### src/gdpc_pkg.sv
// Constants, field layouts and types for the gate driver protection configuration block
`default_nettype none
package gdpc_pkg;

  // Register byte addresses
  localparam logic [7:0]  GDPC_ADDR_CONFIG   = 8'hAC;
  localparam logic [7:0]  GDPC_ADDR_IRQ_STAT = 8'hB0;
  localparam logic [7:0]  GDPC_ADDR_IRQ_MASK = 8'hB4;
  localparam logic [7:0]  GDPC_ADDR_FAULTS   = 8'hB8;

  // Reset values
  localparam logic [31:0] GDPC_CONFIG_RESET  = 32'h0022_8000;
  localparam logic [3:0]  GDPC_IRQ_RESET     = 4'h0;

  // Overcurrent response modes
  typedef enum logic [1:0] {
    GDPC_OC_LATCH  = 2'h0,
    GDPC_OC_RETRY  = 2'h1,
    GDPC_OC_REPORT = 2'h2,
    GDPC_OC_IGNORE = 2'h3
  } gdpc_oc_mode_t;

  // Layout of the configuration word, bit 31 first
  typedef struct packed {
    logic          parity;
    logic [2:0]    rsvd_30_28;
    logic [1:0]    output_edge_speed;
    logic [1:0]    rsvd_25_24;
    logic          latched_fault_clear_cmd;
    logic [2:0]    rsvd_22_20;
    logic          supply_overvoltage_level_select;
    logic          supply_overvoltage_guard_enable;
    logic          rsvd_17;
    logic          thermal_warning_report_enable;
    logic [1:0]    rsvd_15_14;
    logic [1:0]    overcurrent_filter_time;
    logic          overcurrent_wait_time;
    logic          overcurrent_trip_level;
    gdpc_oc_mode_t overcurrent_response_mode;
    logic          back_emf_compare_threshold;
    logic          rsvd_6;
    logic          demag_threshold_low_side;
    logic          demag_threshold_high_side;
    logic          sync_rectification_enable;
    logic          async_rectification_enable;
    logic [1:0]    current_sense_gain_select;
  } gdpc_cfg_t;

  // Decoded settings handed to the analog section
  typedef struct packed {
    logic [7:0]  edge_speed_v_per_us;
    logic [5:0]  overvoltage_trip_v;
    logic [3:0]  overcurrent_trip_a;
    logic [6:0]  back_emf_threshold_mv;
    logic [7:0]  demag_low_side_ma;
    logic [7:0]  demag_high_side_ma;
    logic [10:0] sense_gain_mv_per_a;
  } gdpc_analog_t;

  // Interrupt status bit positions
  localparam int          GDPC_IRQ_W         = 4;
  localparam int          GDPC_IRQ_OC_TRIP   = 0;
  localparam int          GDPC_IRQ_OV_TRIP   = 1;
  localparam int          GDPC_IRQ_THERMAL   = 2;
  localparam int          GDPC_IRQ_RETRY_END = 3;

  // Decode tables
  localparam logic [7:0]  GDPC_EDGE_V0       = 8'h19;
  localparam logic [7:0]  GDPC_EDGE_V1       = 8'h32;
  localparam logic [7:0]  GDPC_EDGE_V2       = 8'h7D;
  localparam logic [7:0]  GDPC_EDGE_V3       = 8'hC8;
  localparam logic [5:0]  GDPC_OV_HIGH_V     = 6'h22;
  localparam logic [5:0]  GDPC_OV_LOW_V      = 6'h16;
  localparam logic [3:0]  GDPC_OC_LOW_A      = 4'h9;
  localparam logic [3:0]  GDPC_OC_HIGH_A     = 4'hD;
  localparam logic [6:0]  GDPC_BEMF_LOW_MV   = 7'h14;
  localparam logic [6:0]  GDPC_BEMF_HIGH_MV  = 7'h64;
  localparam logic [7:0]  GDPC_DEMAG_LOW_MA  = 8'h64;
  localparam logic [7:0]  GDPC_DEMAG_HIGH_MA = 8'h96;
  localparam logic [10:0] GDPC_GAIN_0        = 11'h0F0;
  localparam logic [10:0] GDPC_GAIN_1        = 11'h1E0;
  localparam logic [10:0] GDPC_GAIN_2        = 11'h3C0;
  localparam logic [10:0] GDPC_GAIN_3        = 11'h780;

  // Timing
  localparam int          GDPC_CLK_PERIOD_NS = 100;
  localparam int          GDPC_NS_PER_MS     = 1_000_000;
  localparam int          GDPC_FILT0_NS      = 200;
  localparam int          GDPC_FILT1_NS      = 600;
  localparam int          GDPC_FILT2_NS      = 1200;
  localparam int          GDPC_FILT3_NS      = 1600;
  localparam int          GDPC_FILT_W        = 5;
  localparam logic [4:0]  GDPC_FILT0_CYC     =
    5'((GDPC_FILT0_NS + GDPC_CLK_PERIOD_NS - 1) / GDPC_CLK_PERIOD_NS);
  localparam logic [4:0]  GDPC_FILT1_CYC     =
    5'((GDPC_FILT1_NS + GDPC_CLK_PERIOD_NS - 1) / GDPC_CLK_PERIOD_NS);
  localparam logic [4:0]  GDPC_FILT2_CYC     =
    5'((GDPC_FILT2_NS + GDPC_CLK_PERIOD_NS - 1) / GDPC_CLK_PERIOD_NS);
  localparam logic [4:0]  GDPC_FILT3_CYC     =
    5'((GDPC_FILT3_NS + GDPC_CLK_PERIOD_NS - 1) / GDPC_CLK_PERIOD_NS);
  localparam int          GDPC_WAIT_SHORT_MS = 5;
  localparam int          GDPC_WAIT_LONG_MS  = 500;
  localparam int          GDPC_WAIT_W        = 23;
  localparam int          GDPC_WAIT_SHORT_CYC =
    GDPC_WAIT_SHORT_MS * (GDPC_NS_PER_MS / GDPC_CLK_PERIOD_NS);
  localparam int          GDPC_WAIT_LONG_CYC  =
    GDPC_WAIT_LONG_MS * (GDPC_NS_PER_MS / GDPC_CLK_PERIOD_NS);

endpackage : gdpc_pkg
`default_nettype wire

### src/gdpc_top.sv
// Gate driver protection configuration register with overcurrent and supply guard logic
//
// Summary of operation
// Edge speed code selects 25 to 200 V/us
// Writing clear command clears latched faults
// Clear command bit always reads back zero
// Level select picks 34 V or 22 V
// Overvoltage acted on only while guard enabled
// Thermal warning drives fault pin when enabled
// Overcurrent must persist for selected filter time
// Retry wait is 5 ms or 500 ms
// Trip level selects 9 A or 13 A
// Mode: latch, retry, report only, ignore
// Back-EMF threshold 20 mV or 100 mV
// Low-side demag threshold 100 or 150 mA
// High-side demag threshold 100 or 150 mA
// Sync rectification only while its enable set
// Async rectification only while its enable set
// Sense gain code selects 0.24 to 1.92 V/A
// Config word at ACh, resets to 00228000h
// Software writes back reserved bit reset values
// Retry mode re-enables outputs after wait
//
// Added by the designer: the register addresses and the APB register port.
`timescale 1ns/1ns
`default_nettype none
module gdpc_top #(
  parameter int WAIT_SHORT_CYCLES = gdpc_pkg::GDPC_WAIT_SHORT_CYC,
  parameter int WAIT_LONG_CYCLES  = gdpc_pkg::GDPC_WAIT_LONG_CYC
) (
  input  wire logic                  ref_clk,
  input  wire logic                  reset,
  input  wire logic                  psel,
  input  wire logic                  penable,
  input  wire logic                  pwrite,
  input  wire logic [7:0]            paddr,
  input  wire logic [31:0]           pwdata,
  output var  logic [31:0]           prdata,
  output var  logic                  pready,
  output var  logic                  pslverr,
  input  wire logic                  overcurrent_detect,
  input  wire logic                  overvoltage_detect,
  input  wire logic                  thermal_warning,
  output var  gdpc_pkg::gdpc_analog_t analog_settings,
  output var  logic                  driver_enable,
  output var  logic                  sync_rect_active,
  output var  logic                  async_rect_active,
  output var  logic                  fault_output_low_active,
  output var  logic                  irq
);
  import gdpc_pkg::*;

  typedef enum logic [2:0] {
    GDPC_ST_RUN     = 3'b001,
    GDPC_ST_LATCHED = 3'b010,
    GDPC_ST_WAIT    = 3'b100
  } gdpc_oc_state_t;

  gdpc_cfg_t              config_word;
  gdpc_oc_state_t         oc_state;
  gdpc_oc_state_t         next_oc_state;
  logic [GDPC_FILT_W-1:0] filt_cnt;
  logic [GDPC_WAIT_W-1:0] wait_cnt;
  logic [GDPC_IRQ_W-1:0]  irq_status;
  logic [GDPC_IRQ_W-1:0]  irq_mask;
  logic                   oc_reported;
  logic                   ov_seen;
  logic                   thermal_d;

  // APB decode
  wire logic              setup_phase = psel & ~penable;
  wire logic              access_done = psel & penable & pready;
  wire logic              wr_done     = access_done & pwrite;
  wire logic              hit_config  = (paddr == GDPC_ADDR_CONFIG);
  wire logic              hit_stat    = (paddr == GDPC_ADDR_IRQ_STAT);
  wire logic              hit_mask    = (paddr == GDPC_ADDR_IRQ_MASK);
  wire logic              hit_faults  = (paddr == GDPC_ADDR_FAULTS);
  wire logic              hit_any     = hit_config | hit_stat | hit_mask | hit_faults;
  wire logic              wr_config   = wr_done & hit_config;
  wire logic              wr_stat     = wr_done & hit_stat;
  wire logic              wr_mask     = wr_done & hit_mask;
  wire gdpc_cfg_t         wr_word     = gdpc_cfg_t'(pwdata);

  // Clear command pulse
  wire logic              clear_cmd   = wr_config & wr_word.latched_fault_clear_cmd;

  // Overcurrent filtering; counter saturates so one trip per excursion
  wire logic [GDPC_FILT_W-1:0] filt_target =
    (config_word.overcurrent_filter_time == 2'h0) ? GDPC_FILT0_CYC :
    (config_word.overcurrent_filter_time == 2'h1) ? GDPC_FILT1_CYC :
    (config_word.overcurrent_filter_time == 2'h2) ? GDPC_FILT2_CYC : GDPC_FILT3_CYC;
  // Trip after full filter time
  wire logic              oc_confirm  = overcurrent_detect &
                                        (filt_cnt == filt_target - 5'h01);
  wire gdpc_oc_mode_t     oc_mode     = config_word.overcurrent_response_mode;
  // Ignore mode neither reports nor acts
  wire logic              oc_trip     = oc_confirm & (oc_mode != GDPC_OC_IGNORE);
  wire logic              oc_latch    = oc_trip & (oc_mode == GDPC_OC_LATCH);
  wire logic              oc_retry    = oc_trip & (oc_mode == GDPC_OC_RETRY);
  wire logic              oc_report   = oc_trip & (oc_mode == GDPC_OC_REPORT);

  // Retry wait selection
  wire logic [GDPC_WAIT_W-1:0] wait_load = config_word.overcurrent_wait_time ?
    GDPC_WAIT_W'(WAIT_LONG_CYCLES - 1) : GDPC_WAIT_W'(WAIT_SHORT_CYCLES - 1);
  wire logic              wait_end    = (oc_state == GDPC_ST_WAIT) &&
                                        (wait_cnt == {GDPC_WAIT_W{1'b0}});

  // Overvoltage only counts while guarded
  wire logic              ov_active   = overvoltage_detect &
                                        config_word.supply_overvoltage_guard_enable;
  wire logic              thermal_rise = thermal_warning & ~thermal_d;

  // Thermal warning reaches the fault pin only when enabled
  wire logic              thermal_shown = thermal_warning &
                                          config_word.thermal_warning_report_enable;
  wire logic              any_fault   = (next_oc_state != GDPC_ST_RUN) | oc_reported |
                                        ov_seen | ov_active | thermal_shown;

  // Interrupt events; set wins over a write-one clear in the same cycle
  wire logic [GDPC_IRQ_W-1:0] irq_events = {wait_end, thermal_rise, ov_active, oc_trip};
  wire logic [GDPC_IRQ_W-1:0] irq_clear  = wr_stat ? pwdata[GDPC_IRQ_W-1:0] : 4'h0;
  wire logic [GDPC_IRQ_W-1:0] next_irq_status = (irq_status & ~irq_clear) | irq_events;

  // Fault summary readable by software
  wire logic [31:0]       fault_word  = {27'h0, thermal_warning, ov_seen, oc_reported,
                                         oc_state == GDPC_ST_WAIT,
                                         oc_state == GDPC_ST_LATCHED};

  // Clear command never stored, reads as zero
  wire logic [31:0]       read_mux    =
    hit_config ? 32'(config_word) :
    hit_stat   ? {28'h0, irq_status} :
    hit_mask   ? {28'h0, irq_mask} :
    hit_faults ? fault_word : 32'h0;

  // Decoded analog settings
  gdpc_analog_t next_analog;
  always_comb begin
    next_analog = '0;
    // Edge speed decode
    case (config_word.output_edge_speed)
      2'h0:    next_analog.edge_speed_v_per_us = GDPC_EDGE_V0;
      2'h1:    next_analog.edge_speed_v_per_us = GDPC_EDGE_V1;
      2'h2:    next_analog.edge_speed_v_per_us = GDPC_EDGE_V2;
      default: next_analog.edge_speed_v_per_us = GDPC_EDGE_V3;
    endcase
    // Overvoltage trip level
    next_analog.overvoltage_trip_v = config_word.supply_overvoltage_level_select ?
                                     GDPC_OV_LOW_V : GDPC_OV_HIGH_V;
    // Overcurrent trip level
    next_analog.overcurrent_trip_a = config_word.overcurrent_trip_level ?
                                     GDPC_OC_HIGH_A : GDPC_OC_LOW_A;
    // Back-EMF threshold
    next_analog.back_emf_threshold_mv = config_word.back_emf_compare_threshold ?
                                        GDPC_BEMF_HIGH_MV : GDPC_BEMF_LOW_MV;
    // Low-side demag threshold
    next_analog.demag_low_side_ma = config_word.demag_threshold_low_side ?
                                    GDPC_DEMAG_HIGH_MA : GDPC_DEMAG_LOW_MA;
    // High-side demag threshold
    next_analog.demag_high_side_ma = config_word.demag_threshold_high_side ?
                                     GDPC_DEMAG_HIGH_MA : GDPC_DEMAG_LOW_MA;
    // Sense gain decode
    case (config_word.current_sense_gain_select)
      2'h0:    next_analog.sense_gain_mv_per_a = GDPC_GAIN_0;
      2'h1:    next_analog.sense_gain_mv_per_a = GDPC_GAIN_1;
      2'h2:    next_analog.sense_gain_mv_per_a = GDPC_GAIN_2;
      default: next_analog.sense_gain_mv_per_a = GDPC_GAIN_3;
    endcase
  end

  // Overcurrent response state machine
  always_comb begin
    next_oc_state = oc_state;
    case (oc_state)
      GDPC_ST_RUN: begin
        if (oc_latch) begin
          next_oc_state = GDPC_ST_LATCHED;
        end else if (oc_retry) begin
          next_oc_state = GDPC_ST_WAIT;
        end
      end
      GDPC_ST_LATCHED: begin
        // Clear releases latch unless a new trip lands this cycle
        if (clear_cmd && !oc_latch) begin
          next_oc_state = GDPC_ST_RUN;
        end
      end
      GDPC_ST_WAIT: begin
        // Automatic return after the wait
        if (wait_end) begin
          next_oc_state = GDPC_ST_RUN;
        end
      end
      default: next_oc_state = GDPC_ST_RUN;
    endcase
  end

  // APB response: one wait-free access phase, data registered at setup
  always_ff @(posedge ref_clk) begin
    if (reset) begin
      pready  <= 1'b0;
      pslverr <= 1'b0;
      prdata  <= 32'h0;
    end else begin
      pready  <= setup_phase;
      pslverr <= setup_phase & ~hit_any;
      prdata  <= (setup_phase & ~pwrite) ? read_mux : 32'h0;
    end
  end

  // Configuration word; reserved bits are stored as written
  always_ff @(posedge ref_clk) begin
    // Reset value of the configuration word
    if (reset) begin
      config_word <= gdpc_cfg_t'(GDPC_CONFIG_RESET);
    end else if (wr_config) begin
      config_word                         <= wr_word;
      // Command bit self-clears
      config_word.latched_fault_clear_cmd <= 1'b0;
    end
  end

  // Interrupt status and mask
  always_ff @(posedge ref_clk) begin
    if (reset) begin
      irq_status <= GDPC_IRQ_RESET;
      irq_mask   <= GDPC_IRQ_RESET;
      irq        <= 1'b0;
    end else begin
      irq_status <= next_irq_status;
      irq_mask   <= wr_mask ? pwdata[GDPC_IRQ_W-1:0] : irq_mask;
      irq        <= |(next_irq_status & (wr_mask ? pwdata[GDPC_IRQ_W-1:0] : irq_mask));
    end
  end

  // Overcurrent filter counter and retry wait timer
  always_ff @(posedge ref_clk) begin
    if (reset) begin
      filt_cnt <= {GDPC_FILT_W{1'b0}};
      wait_cnt <= {GDPC_WAIT_W{1'b0}};
      oc_state <= GDPC_ST_RUN;
    end else begin
      // Any gap in the condition restarts filtering
      filt_cnt <= !overcurrent_detect ? {GDPC_FILT_W{1'b0}} :
                  (filt_cnt >= filt_target) ? filt_cnt : filt_cnt + 5'h01;
      // Load wait on retry entry, then count down
      if (oc_state == GDPC_ST_RUN && oc_retry) begin
        wait_cnt <= wait_load;
      end else if (oc_state == GDPC_ST_WAIT && !wait_end) begin
        wait_cnt <= wait_cnt - 23'h000001;
      end
      oc_state <= next_oc_state;
    end
  end

  // Latched report flags; a new event wins over a clear in the same cycle
  always_ff @(posedge ref_clk) begin
    if (reset) begin
      oc_reported <= 1'b0;
      ov_seen     <= 1'b0;
      thermal_d   <= 1'b0;
    end else begin
      // Report-only mode flags without acting
      oc_reported <= oc_report | (oc_reported & ~clear_cmd);
      // Clear wipes the latched overvoltage flag
      ov_seen     <= ov_active | (ov_seen & ~clear_cmd);
      thermal_d   <= thermal_warning;
    end
  end

  // Registered outputs toward the power stage
  always_ff @(posedge ref_clk) begin
    if (reset) begin
      analog_settings         <= '0;
      driver_enable           <= 1'b0;
      sync_rect_active        <= 1'b0;
      async_rect_active       <= 1'b0;
      fault_output_low_active <= 1'b1;
    end else begin
      analog_settings         <= next_analog;
      // Latch and retry modes take the outputs down
      driver_enable           <= (next_oc_state == GDPC_ST_RUN) & ~ov_active;
      // Synchronous rectification gated by its enable
      sync_rect_active        <= config_word.sync_rectification_enable &
                                 (next_oc_state == GDPC_ST_RUN) & ~ov_active;
      // Asynchronous rectification gated by its enable
      async_rect_active       <= config_word.async_rectification_enable &
                                 (next_oc_state == GDPC_ST_RUN) & ~ov_active;
      // Pin is low while any reported fault stands
      fault_output_low_active <= ~any_fault;
    end
  end

endmodule : gdpc_top
`default_nettype wire

### config.mk
export PLATFORM = sky130hd
export DESIGN_NAME = gdpc_top
export DESIGN_NICKNAME = d
export VERILOG_FILES = /design/src/gdpc_pkg.sv /design/src/gdpc_top.sv
export SDC_FILE = /design/constraint.sdc
export NUM_CORES = 1
export LEC_CHECK = 0
export BUFFER_PORTS_ARGS = -buffer_cell sky130_fd_sc_hd__buf_2
export CORE_AREA = 2 2 109 111
export CTS_BUF_LIST = sky130_fd_sc_hd__clkbuf_4 sky130_fd_sc_hd__clkbuf_8
export DETAILED_ROUTE_END_ITERATION = 8
export DIE_AREA = 0 0 111 113
export PLACE_DENSITY = 0.79
export SLEW_MARGIN = 0
export SYNTH_ARGS = -nofsm -noshare
export SYNTH_HDL_FRONTEND = slang
export SYNTH_SLANG_ARGS = --single-unit
### constraint.sdc
create_clock -name ref_clk -period 2.63 [get_ports ref_clk]
set_input_delay 0.263 -clock ref_clk [delete_from_list [all_inputs] [get_ports ref_clk]]
set_output_delay 0.263 -clock ref_clk [all_outputs]
set_load 0.01 [all_outputs]
==> results of run 1 <==
Yosys cell counts, types with 9 or more instances:
master    count
dfxtp_1     135
nand2_1      87
a21oi_1      49
nor2_1       35
and2_1       30
buf_4        30
inv_1        21
ha_1         17
clkbuf_1     13
nor2b_1      13
o21ai_0      13
xnor2_1       9
cell families after synthesis:
| family | Yosys count |
|---|---|
| AOI/OAI and AO/OA | 108 |
| xor gates and xnor gates | 16 |
| adders and majority gates | 17 |
| buffers and inverters | 75 |
| DFF | 135 |
| muxes | 8 |
| other | 1 |
| and+or+nand+nor | 232 |
critical path: stages (launching register included):
cell,delay (ns)
dfxtp_4,0.39
inv_4,0.04
ha_4,0.15
or2_4,0.24
ha_4,0.23
nand4bb_4,0.20
a2111oi_4,0.36
nand4b_4,0.25
buf_6,0.19
a211oi_4,0.24
xnor2_1,0.14
nor2_1,0.07
per-layer routing:
metal / part of all wire / up-vias / routed length [µm] / track usage
li1: - / 2239 / - / -
met1: 0.41 / 2209 / 5390 / 0.232
met2: 0.51 / 155 / 6660 / 0.373
met3: 0.057 / 18 / 747 / 0.0530
met4: 0.016 / 0 / 204 / 0.0942
met5: 0 / - / 0 / 0
power groups by stage:
| stage | registers [mW] | logic (mW) | clock network, mW |
|---|---|---|---|
| floorplan | 2.12 | 0.110 | 0 |
| global placement | 2.12 | 0.165 | 0 |
| detailed placement | 2.12 | 0.169 | 0 |
| CTS | 2.07 | 0.173 | 1.81 |
| global route | 2.07 | 0.194 | 1.89 |
| finish | 2.07 | 0.177 | 1.78 |
how the worst max path moves through the flow:
stage                     cells past startpoint            start                end  slack (ns)
after floorplan                              11  config_word[13]       wait_cnt[20]       0.008
after global placement                       10  config_word[12]  async_rect_active       -0.02
after detailed placement                     11  config_word[12]       wait_cnt[17]       -0.06
after CTS                                     9  config_word[12]  async_rect_active       0.005
after global routing                         11  config_word[12]       wait_cnt[17]       -0.09
final                                        11  config_word[12]       wait_cnt[17]        0.04
flip-flops by register name, summed over array words and instances (netlist names):
name / flops
prdata: 31
config_word: 29
analog_settings: 24
wait_cnt: 23
filt_cnt: 5
irq_mask: 4
irq_status: 4
oc_state: 3
oc_mode: 2
async_rect_active: 1
driver_enable: 1
fault_output_low_active: 1
irq: 1
oc_reported: 1
ov_seen: 1
pready: 1
pslverr: 1
sync_rect_active: 1
thermal_d: 1
timing repair:
| action | 4_1_cts | 5_1_grt |
|---|---|---|
| endpoints found under the hold margin | 0 | 0 |
| hold buffers | 0 | 0 |
| endpoints found under the setup margin | 17 | 20 |
| pin swaps | 3 | 9 |
| buffers inserted | 1 | 2 |
| resized for setup | 4 | 14 |
layout make-up:
type / instances / area share
well taps: 143 / 0.0262
clock inverters: 11 / 0.0218
clock buffers: 21 / 0.0395
inverters: 21 / 0.0119
flip-flops and latches: 135 / 0.396
repair buffers: 151 / 0.121
multi-input cells: 396 / 0.383
per-stage QoR:
| step | setup slack, ns | setup TNS, ns |
|---|---|---|
| detailed placement | -0.0628 | -0.341 |
| finish | 0.0362 | 0 |
| floorplan | 0.00810 | 0 |
| global route | -0.0861 | -0.0865 |
| global placement | -0.0160 | -0.0308 |
| CTS | 0.00510 | 0 |
==> qor.txt, run 1 <==
Status -> completed
CTS max path bufs -> 2
Initial antenna violation count -> 0
Maximum VDD drop -> 0.361 mV
Design area -> 6840 µm²
Synth Area in XOR/XNOR -> 0.0277
Synth unique cells -> 71
Critical Path End Type -> flop
Async SR Flop Fraction -> 0
Die Y -> 113 µm
Vias -> 4621
Final Wtd Congestion -> 0.881
Sequential Power Share -> 0.514
Synth Area in Adders -> 0.0380
Pwr/cell area -> 589 nW/µm²
Min cycle time layout -> 2.59 ns
Yosys reg bits -> 135
Drt first pass iters -> 5
Min-Delay Startpoint -> pwdata[17]
Startpoint types -> flop
Register area share after synthesis -> 0.482
Comb power frac -> 0.044
Wire per inst -> 14.8 µm
Number of max-cap violations -> 0
Starting Density -> 0.497
First-pass GRT wire length -> 21100 µm
DRC violations left -> 0
Endpoints failing hold -> 0
Lkg Pwr -> 3.04 nW
Core Area -> 11300 µm²
Final setup vio count -> 0
Overall power -> 4.03 mW
Worst Clk Skew -> 0.0154 ns
Unrepaired setup endpoints after global routing -> true
Placed cells -> 843
CP Max Fanout -> 7
Global route overflow -> 0
Initial DRC count -> 314
Reg2Reg Depth -> 11
FF-to-FF setup slack -> 0.04 ns
Area after DPL -> 6310 µm²
Post-Synth Simple-Gate Area -> 0.225
Fill cells -> 910
Clk pwr share -> 0.442
Hold Path Depth -> 3
Multi-input logic area -> 2620 µm²
FMAX -> 386 MHz
Die Wd -> 111 µm
Maximum number of pins on one net before global-route repair -> 74
# H-tree levels -> 4
Area contributors post-synth -> dfxtp_1 48%, nand2_1 5.8%, a21oi_1 4.4%, buf_4 4.0%, ha_1 3.8%
Post-synth EDFFs -> 0
Required time of the critical path -> 2.97 ns
P_int -> 3.13 mW
Worst R2R End -> wait_cnt[17]
Worst min path class -> primary input to flop
Utilization after layout -> 0.606
Clk pin slew, worst setup/hold paths -> 0.08 ns
Synthesized area -> 5600 µm²
Routed Antenna Nets -> 0
Ys Warns -> 0
Yosys top cell area share -> 0.482
Syn_area_per_cell -> 9.47 µm²
Hold slack -> 0.0470 ns
Worst Hold Path EP -> config_word[17]
Worst-skew pair later-pin latency -> 0.44 ns
Worst-Margin Slew -> 0.757 ns
Net Sw Power -> 0.901 mW
Main combinational cell family by area after synthesis -> simple AND/OR/NAND/NOR gates
DR vias/cell -> 5.26
DRT Wirelength -> 13000 µm
Sink Count -> 135
Fraction of layout cells with a size suffix above 1 -> 0.305
Worst r2r src -> config_word[12]
Clock Tree Root -> clkbuf_8
# diodes -> 0
CTS tree -> done
CTS buffer count -> 17
Most frequent cells in the layout -> 133 x dfxtp_1, 123 x buf_2, 87 x nand2_1
Critical path type -> flop to flop
Ys flop type -> dfxtp_1
Commonest non-fill, non-tap cell in the layout -> dfxtp_1
Synth area leader -> dfxtp_1
Relative slew margins -> 0.495
Fin cells -> 878
Cell count after synthesis -> 592
HPWL after DPL -> 8900 µm
Slew Viols, Final -> 0
Area Growth Syn to Fin -> 22.0%
Tcrit/Tclk final -> 0.986
Compound-Gate Fraction of Synth Area -> 0.134
Full die area -> 12500 µm²
Std cell rows -> 39
Port bufs -> 123
Vias in the first global route -> 4514
Switching Fraction -> 0.224
GRT Total Usage -> 0.208
Critical Path AT -> 2.93 ns
Nets -> 787
Multiplexer share of the synthesized area -> 0.0165
Reg area -> 2710 µm²
IO Pins -> 139
Power figures use the tool's default switching activity.
==> run 2, diff against run 1 <==
==> constraint.sdc (replaced) <==
create_clock -name ref_clk -period 2.3 [get_ports ref_clk]
set_input_delay 0.23 -clock ref_clk [delete_from_list [all_inputs] [get_ports ref_clk]]
set_output_delay 0.23 -clock ref_clk [all_outputs]
set_load 0.01 [all_outputs]
==> run 2 against run 1 <==
  * Global-route usage is 0.17 points lower
  * Worst hold slack worse by 0.016 ns
  * Non-clock buffer count is 14 higher
  * Sequential share of layout area is 1.0 points lower
  * Via count is 0.39% higher
  * Highest routed layer unchanged
  * Total power is 9.4% higher
  * The run now ends with negative setup slack left
  * Critical path type unchanged
  * Clock skew is 0.0045 ns lower
  * Fmax is 4.5% higher
==> qor.txt, run 2 (same netlist as run 1, synthesis figures left out) <==
Status -> finished, violations left
Violated checks -> negative setup slack
Routed Antenna Nets -> 0
Core Area -> 11300 µm²
Hold Path Depth -> 3
Port bufs -> 123
Starting Density -> 0.497
Lkg Pwr -> 3.11 nW
Fin cells -> 892
Most frequent cells in the layout -> 133 x dfxtp_1, 123 x buf_2, 84 x nand2_1
Top flop regs -> prdata x31, config_word x29, analog_settings x24
# H-tree levels -> 4
Global route overflow -> 0
Worst-skew pair later-pin latency -> 0.44 ns
Nets -> 801
Worst-Margin Slew -> 0.765 ns
CTS tree -> done
Reg2Reg Depth -> 11
Unrepaired setup endpoints after global routing -> true
Clk pin slew, worst setup/hold paths -> 0.09 ns
Wire per inst -> 14.8 µm
Die Wd -> 111 µm
Sink Count -> 135
Vias in the first global route -> 4385
Std cell rows -> 39
Initial antenna violation count -> 0
DRT Wirelength -> 13200 µm
Critical path type -> flop to flop
Endpoints failing hold -> 0
Full die area -> 12500 µm²
Min cycle time layout -> 2.48 ns
Worst min path class -> primary input to flop
Slew Viols, Final -> 0
CP Max Fanout -> 8
Startpoint types -> flop
Pwr/cell area -> 628 nW/µm²
Initial DRC count -> 295
Drt first pass iters -> 4
Fraction of layout cells with a size suffix above 1 -> 0.336
Final Wtd Congestion -> 0.855
Area Growth Syn to Fin -> 25.3%
Vias -> 4639
CTS max path bufs -> 2
HPWL after DPL -> 9190 µm
DRC violations left -> 0
Placed cells -> 848
Final setup vio count -> 28
Design area -> 7020 µm²
Maximum VDD drop -> 0.398 mV
Worst Clk Skew -> 0.0109 ns
Utilization after layout -> 0.623
Relative slew margins -> 0.490
CTS buffer count -> 17
DR vias/cell -> 5.20
Fin worst setup slack -> -0.183 ns
GRT Total Usage -> 0.206
Required time of the critical path -> 2.64 ns
Max reg flops -> 31
Clock Tree Root -> clkbuf_8
Number of max-cap violations -> 0
Maximum number of pins on one net before global-route repair -> 74
Most flop-heavy register -> prdata
Area after DPL -> 6420 µm²
Tcrit/Tclk final -> 1.08
FMAX -> 403 MHz
# diodes -> 0
Critical Path End Type -> flop
Commonest non-fill, non-tap cell in the layout -> dfxtp_1
Die Y -> 113 µm
IO Pins -> 139
First-pass GRT wire length -> 21000 µm
Overall power -> 4.41 mW
FF-to-FF setup slack -> -0.18 ns
Critical Path AT -> 2.82 ns
Fill cells -> 859
## run 2: metal layers
layer	share of wire	GRT usage	vias up
met2	0.49	0.353	176
met5	0	0	-
met3	0.062	0.0536	23
met4	0.017	0.0842	0
li1	-	-	2272
met1	0.43	0.248	2168
## run 2: path summary, 6_finish.rpt
| path | from | to |
|---|---|---|
| hold / removal | pwdata[4] | config_word[4] |
| setup / recovery | config_word[13] | wait_cnt[17] |
| setup reg to reg | config_word[13] | wait_cnt[17] |
| hold reg to reg | config_word[5] | analog_settings[25] |
## run 2: area by class of cell
type / instances / area (µm²) / share of cell area
Multi-Input combinational cell: 396 / 2710 / 0.386
Sequential cell: 135 / 2710 / 0.386
Timing Repair Buffer: 165 / 972 / 0.138
Clock buffer: 17 / 234 / 0.0333
Tap cell: 143 / 179 / 0.0255
Clock inverter: 15 / 138 / 0.0196
Inverter: 21 / 81.3 / 0.0116
## run 2: power by group
group          switching [mW]  internal (mW)
sequential             0.0122           2.35
clock                    1.03          0.790
combinational           0.125         0.0916
## run 2: worst max-delay path, cell delays in order, from the launching register on
cell       delay [ns]
dfxtp_2          0.36
inv_4            0.05
ha_4             0.16
or2_4            0.25
ha_4             0.24
nand4bb_4        0.20
a2111oi_4        0.28
nand4b_4         0.24
buf_4            0.21
a211oi_2         0.20
xnor2_1          0.14
nor2_1           0.06
## run 2: through the flow
stage	TNS, ns	worst slack [ns]	hold WS [ns]
after CTS	-2.79	-0.179	0.00616
after global routing	-5.18	-0.261	0.0176
final	-2.77	-0.183	0.0312
after detailed placement	-3.10	-0.196	0.439
after floorplan	-0.399	-0.0998	0.354
after global placement	-1.82	-0.147	0.432
## run 2: what timing repair did
item | in CTS | in global routing
hold buffers | 2 | 0
gates resized for setup | 11 | 21
buffers inserted | 3 | 7
endpoints found under the setup margin | 30 | 33
pin swaps | 12 | 15
hold endpoints to repair | 2 | 0
==> run 3, diff against run 2 <==
--- a/config.mk
+++ b/config.mk
@@ -5,12 +5,14 @@
 export SDC_FILE = /design/constraint.sdc
 export NUM_CORES = 1
 export LEC_CHECK = 0
+export ABC_AREA = 1
 export BUFFER_PORTS_ARGS = -buffer_cell sky130_fd_sc_hd__buf_2
-export CORE_AREA = 2 2 109 111
+export CORE_AREA = 2 2 102 104
 export CTS_BUF_LIST = sky130_fd_sc_hd__clkbuf_4 sky130_fd_sc_hd__clkbuf_8
 export DETAILED_ROUTE_END_ITERATION = 8
-export DIE_AREA = 0 0 111 113
-export PLACE_DENSITY = 0.79
+export DIE_AREA = 0 0 104 106
+export PLACE_DENSITY = 0.88
+export RECOVER_POWER = 100
 export SLEW_MARGIN = 0
 export SYNTH_ARGS = -nofsm -noshare
 export SYNTH_HDL_FRONTEND = slang
==> constraint.sdc (replaced) <==
create_clock -name ref_clk -period 2.95 [get_ports ref_clk]
set_input_delay 0.295 -clock ref_clk [delete_from_list [all_inputs] [get_ports ref_clk]]
set_output_delay 0.295 -clock ref_clk [all_outputs]
set_load 0.01 [all_outputs]
==> run 3 against run 2 <==
  * The flow finishes with violations (max-capacitance violations, max-slew violations)
  * Worst hold slack better by 0.037 ns
  * Clock power fell by 10%
  * Combinational power shrank 21%
  * Area after synthesis increased by 4.0%
  * Critical path depth increased by 4
  * First-iteration DRC count decreased by 11%
  * Global-route usage increased by 3.4 points
  * Sequential share of layout area is 1.7 points higher
  * Die area down 12%
  * Non-clock buffer count down 37
  * Worst setup slack improved by 0.50 ns
  * Critical path type unchanged
  * Critical endpoint is now wait_cnt[16]
  * Highest routed layer unchanged
==> qor.txt, run 3 <==
Routed Antenna Nets -> 0
Port bufs -> 123
Initial DRC count -> 264
Number of max-cap violations -> 3
Register area share after synthesis -> 0.464
Final setup vio count -> 0
Post-synth EDFFs -> 0
Most flop-heavy register -> prdata
# H-tree levels -> 4
Pwr/cell area -> 544 nW/µm²
CTS tree -> done
Unrepaired setup endpoints after global routing -> false
Global route overflow -> 0
Fraction of layout cells with a size suffix above 1 -> 0.131
Slew Viols, Final -> 123
DRC violations left -> 0
FMAX -> 379 MHz
Most frequent cells in the layout -> 135 x dfxtp_1, 106 x nor2_1, 102 x inv_1
Worst-Margin Slew -> 1.95 ns
Critical Path End Type -> flop
Cell count after synthesis -> 753
GRT Total Usage -> 0.240
Initial antenna violation count -> 0
Violated checks -> max-capacitance violations, max-slew violations
Hold Path Depth -> 3
Lkg Pwr -> 3.09 nW
Critical path type -> flop to flop
Maximum number of pins on one net before global-route repair -> 50
Top flop regs -> prdata x31, config_word x29, analog_settings x24
Overall power -> 3.65 mW
Final Wtd Congestion -> 0.983
Grt met3 use -> 0.0607
Critical path, cell by cell -> inv_1 -> ha_1 -> inv_1 -> nand2_1 -> ha_1 -> inv_1 -> nand2_1 -> nor2_1 -> nand3_1 -> nor2_4 -> nand4_4 -> nand2_4 -> inv_2 -> nand2_1 -> a21oi_1
Worst-skew pair later-pin latency -> 0.44 ns
Synthesized area -> 5830 µm²
Starting Density -> 0.583
Synth unique cells -> 38
Relative slew margins -> -0.297
Worst Clk Skew -> 0.0113 ns
M2 GR Usage -> 0.403
CP Max Fanout -> 15
Die Y -> 106 µm
Reg area -> 2700 µm²
DR vias/cell -> 5.12
Vias in the first global route -> 4639
Yosys reg bits -> 135
Wire per inst -> 13.0 µm
Syn_area_per_cell -> 7.74 µm²
Status -> finished, violations left
Clock Tree Root -> clkbuf_8
First-pass GRT wire length -> 21300 µm
Worst min path class -> primary input to flop
Post-synth top cells -> 135 x dfxtp_1, 105 x nor2_1, 102 x inv_1
Die Wd -> 104 µm
Drt first pass iters -> 6
Full die area -> 11000 µm²
Yosys top cell area share -> 0.464
Multi-input logic area -> 2460 µm²
CP max-delay cell -> dfxtp_1
Resized cells post-CTS -> 0
Async SR Flop Fraction -> 0
Global Route met1 Usage -> 0.292
Sink Count -> 135
CP peak stage delay -> 0.41 ns
# diodes -> 0
IO Pins -> 139
Required time of the critical path -> 3.20 ns
CTS buffer count -> 17
Maximum VDD drop -> 0.280 mV
Post-CTS setup buffer count -> 0
Core Area -> 10000 µm²
Min cycle time layout -> 2.64 ns
# hold bufs at CTS -> 0
Ys Warns -> 0
Critical Path AT -> 2.88 ns
Startpoint types -> flop
Clk pin slew, worst setup/hold paths -> 0.09 ns
Endpoints failing hold -> 0
DRT Wirelength -> 13200 µm
Commonest non-fill, non-tap cell in the layout -> dfxtp_1
CTS max path bufs -> 2
Vias -> 5189
Area contributors post-synth -> dfxtp_1 46%, nor2_1 6.8%, inv_1 6.6%, nand2_1 6.2%, o21ai_0 5.2%
Fill cells -> 837
HPWL after DPL -> 9280 µm
Reg2Reg Depth -> 15
Ys flop type -> dfxtp_1
Std cell rows -> 37
Most used routing layer -> met2
Area Growth Syn to Fin -> 15.1%
Tcrit/Tclk final -> 0.894
Most instantiated library cell after synthesis -> dfxtp_1
Max reg flops -> 31
Synth area leader -> dfxtp_1
Setup TNS -> 0 ns
Nets -> 929
[run 3: cell families (layout without fill, tap and decap cells)]
family / Yosys count / count (layout) / share of synthesized area
compound gates: 128 / 128 / 0.115
xor+xnor: 12 / 12 / 0.0180
fa+ha+maj: 17 / 17 / 0.0365
buf+inv: 154 / 264 / 0.123
flops: 135 / 135 / 0.464
other cells: 1 / 15 / 0.000643
simple gates: 306 / 306 / 0.243
[run 3: where the power goes]
part,switching (mW),internal [mW]
Clock,0.828,0.801
Sequential,0.0117,1.84
Combinational,0.114,0.0584
[run 3: worst max-delay path: cells and delay by family, from the launching register on]
family | cells | cell delay, ns
AO/OA/AOI/OAI | 1 | 0.05
flip-flops | 1 | 0.41
adder cells (fa/ha/maj) | 2 | 0.54
buffers and inverters | 4 | 0.37
AND/OR/NAND/NOR | 8 | 1.04
[run 3: metrics by stage]
stage	setup WS [ns]	hold slack, ns	instance area (µm²)	util	instances
global placement	0.608	0.396	6390	0.639	981
floorplan	0.858	0.393	5880	-	767
detailed placement	0.518	0.410	6390	0.639	981
CTS	0.361	0.0540	6820	0.682	1013
finish	0.313	0.0684	6710	0.671	1013
global route	0.0620	0.0517	6710	0.671	1013
[run 3: path summary, 6_finish.rpt]
kind	slack, ns	start	endpoint
worst max-delay path	0.31	config_word[12]	wait_cnt[16]
worst min-delay path	0.07	pwdata[15]	config_word[15]
worst max register to register	0.31	config_word[12]	wait_cnt[16]
worst min register to register	0.42	config_word[4]	analog_settings[17]
[run 3: layer usage]
layer | vias up | routed length [µm]
met5 | - | 0
met4 | 0 | 301
met3 | 30 | 997
met2 | 237 | 6290
met1 | 2338 | 5590
li1 | 2584 | -
[run 3: area by class of cell]
type                            count  share of cell area
Sequential cell                   135               0.403
Multi-Input combinational cell    478               0.367
Timing Repair Buffer              128              0.0813
Inverter                          104              0.0585
Clock buffer                       17              0.0349
Clock inverter                     15              0.0300
Tap cell                          136              0.0254
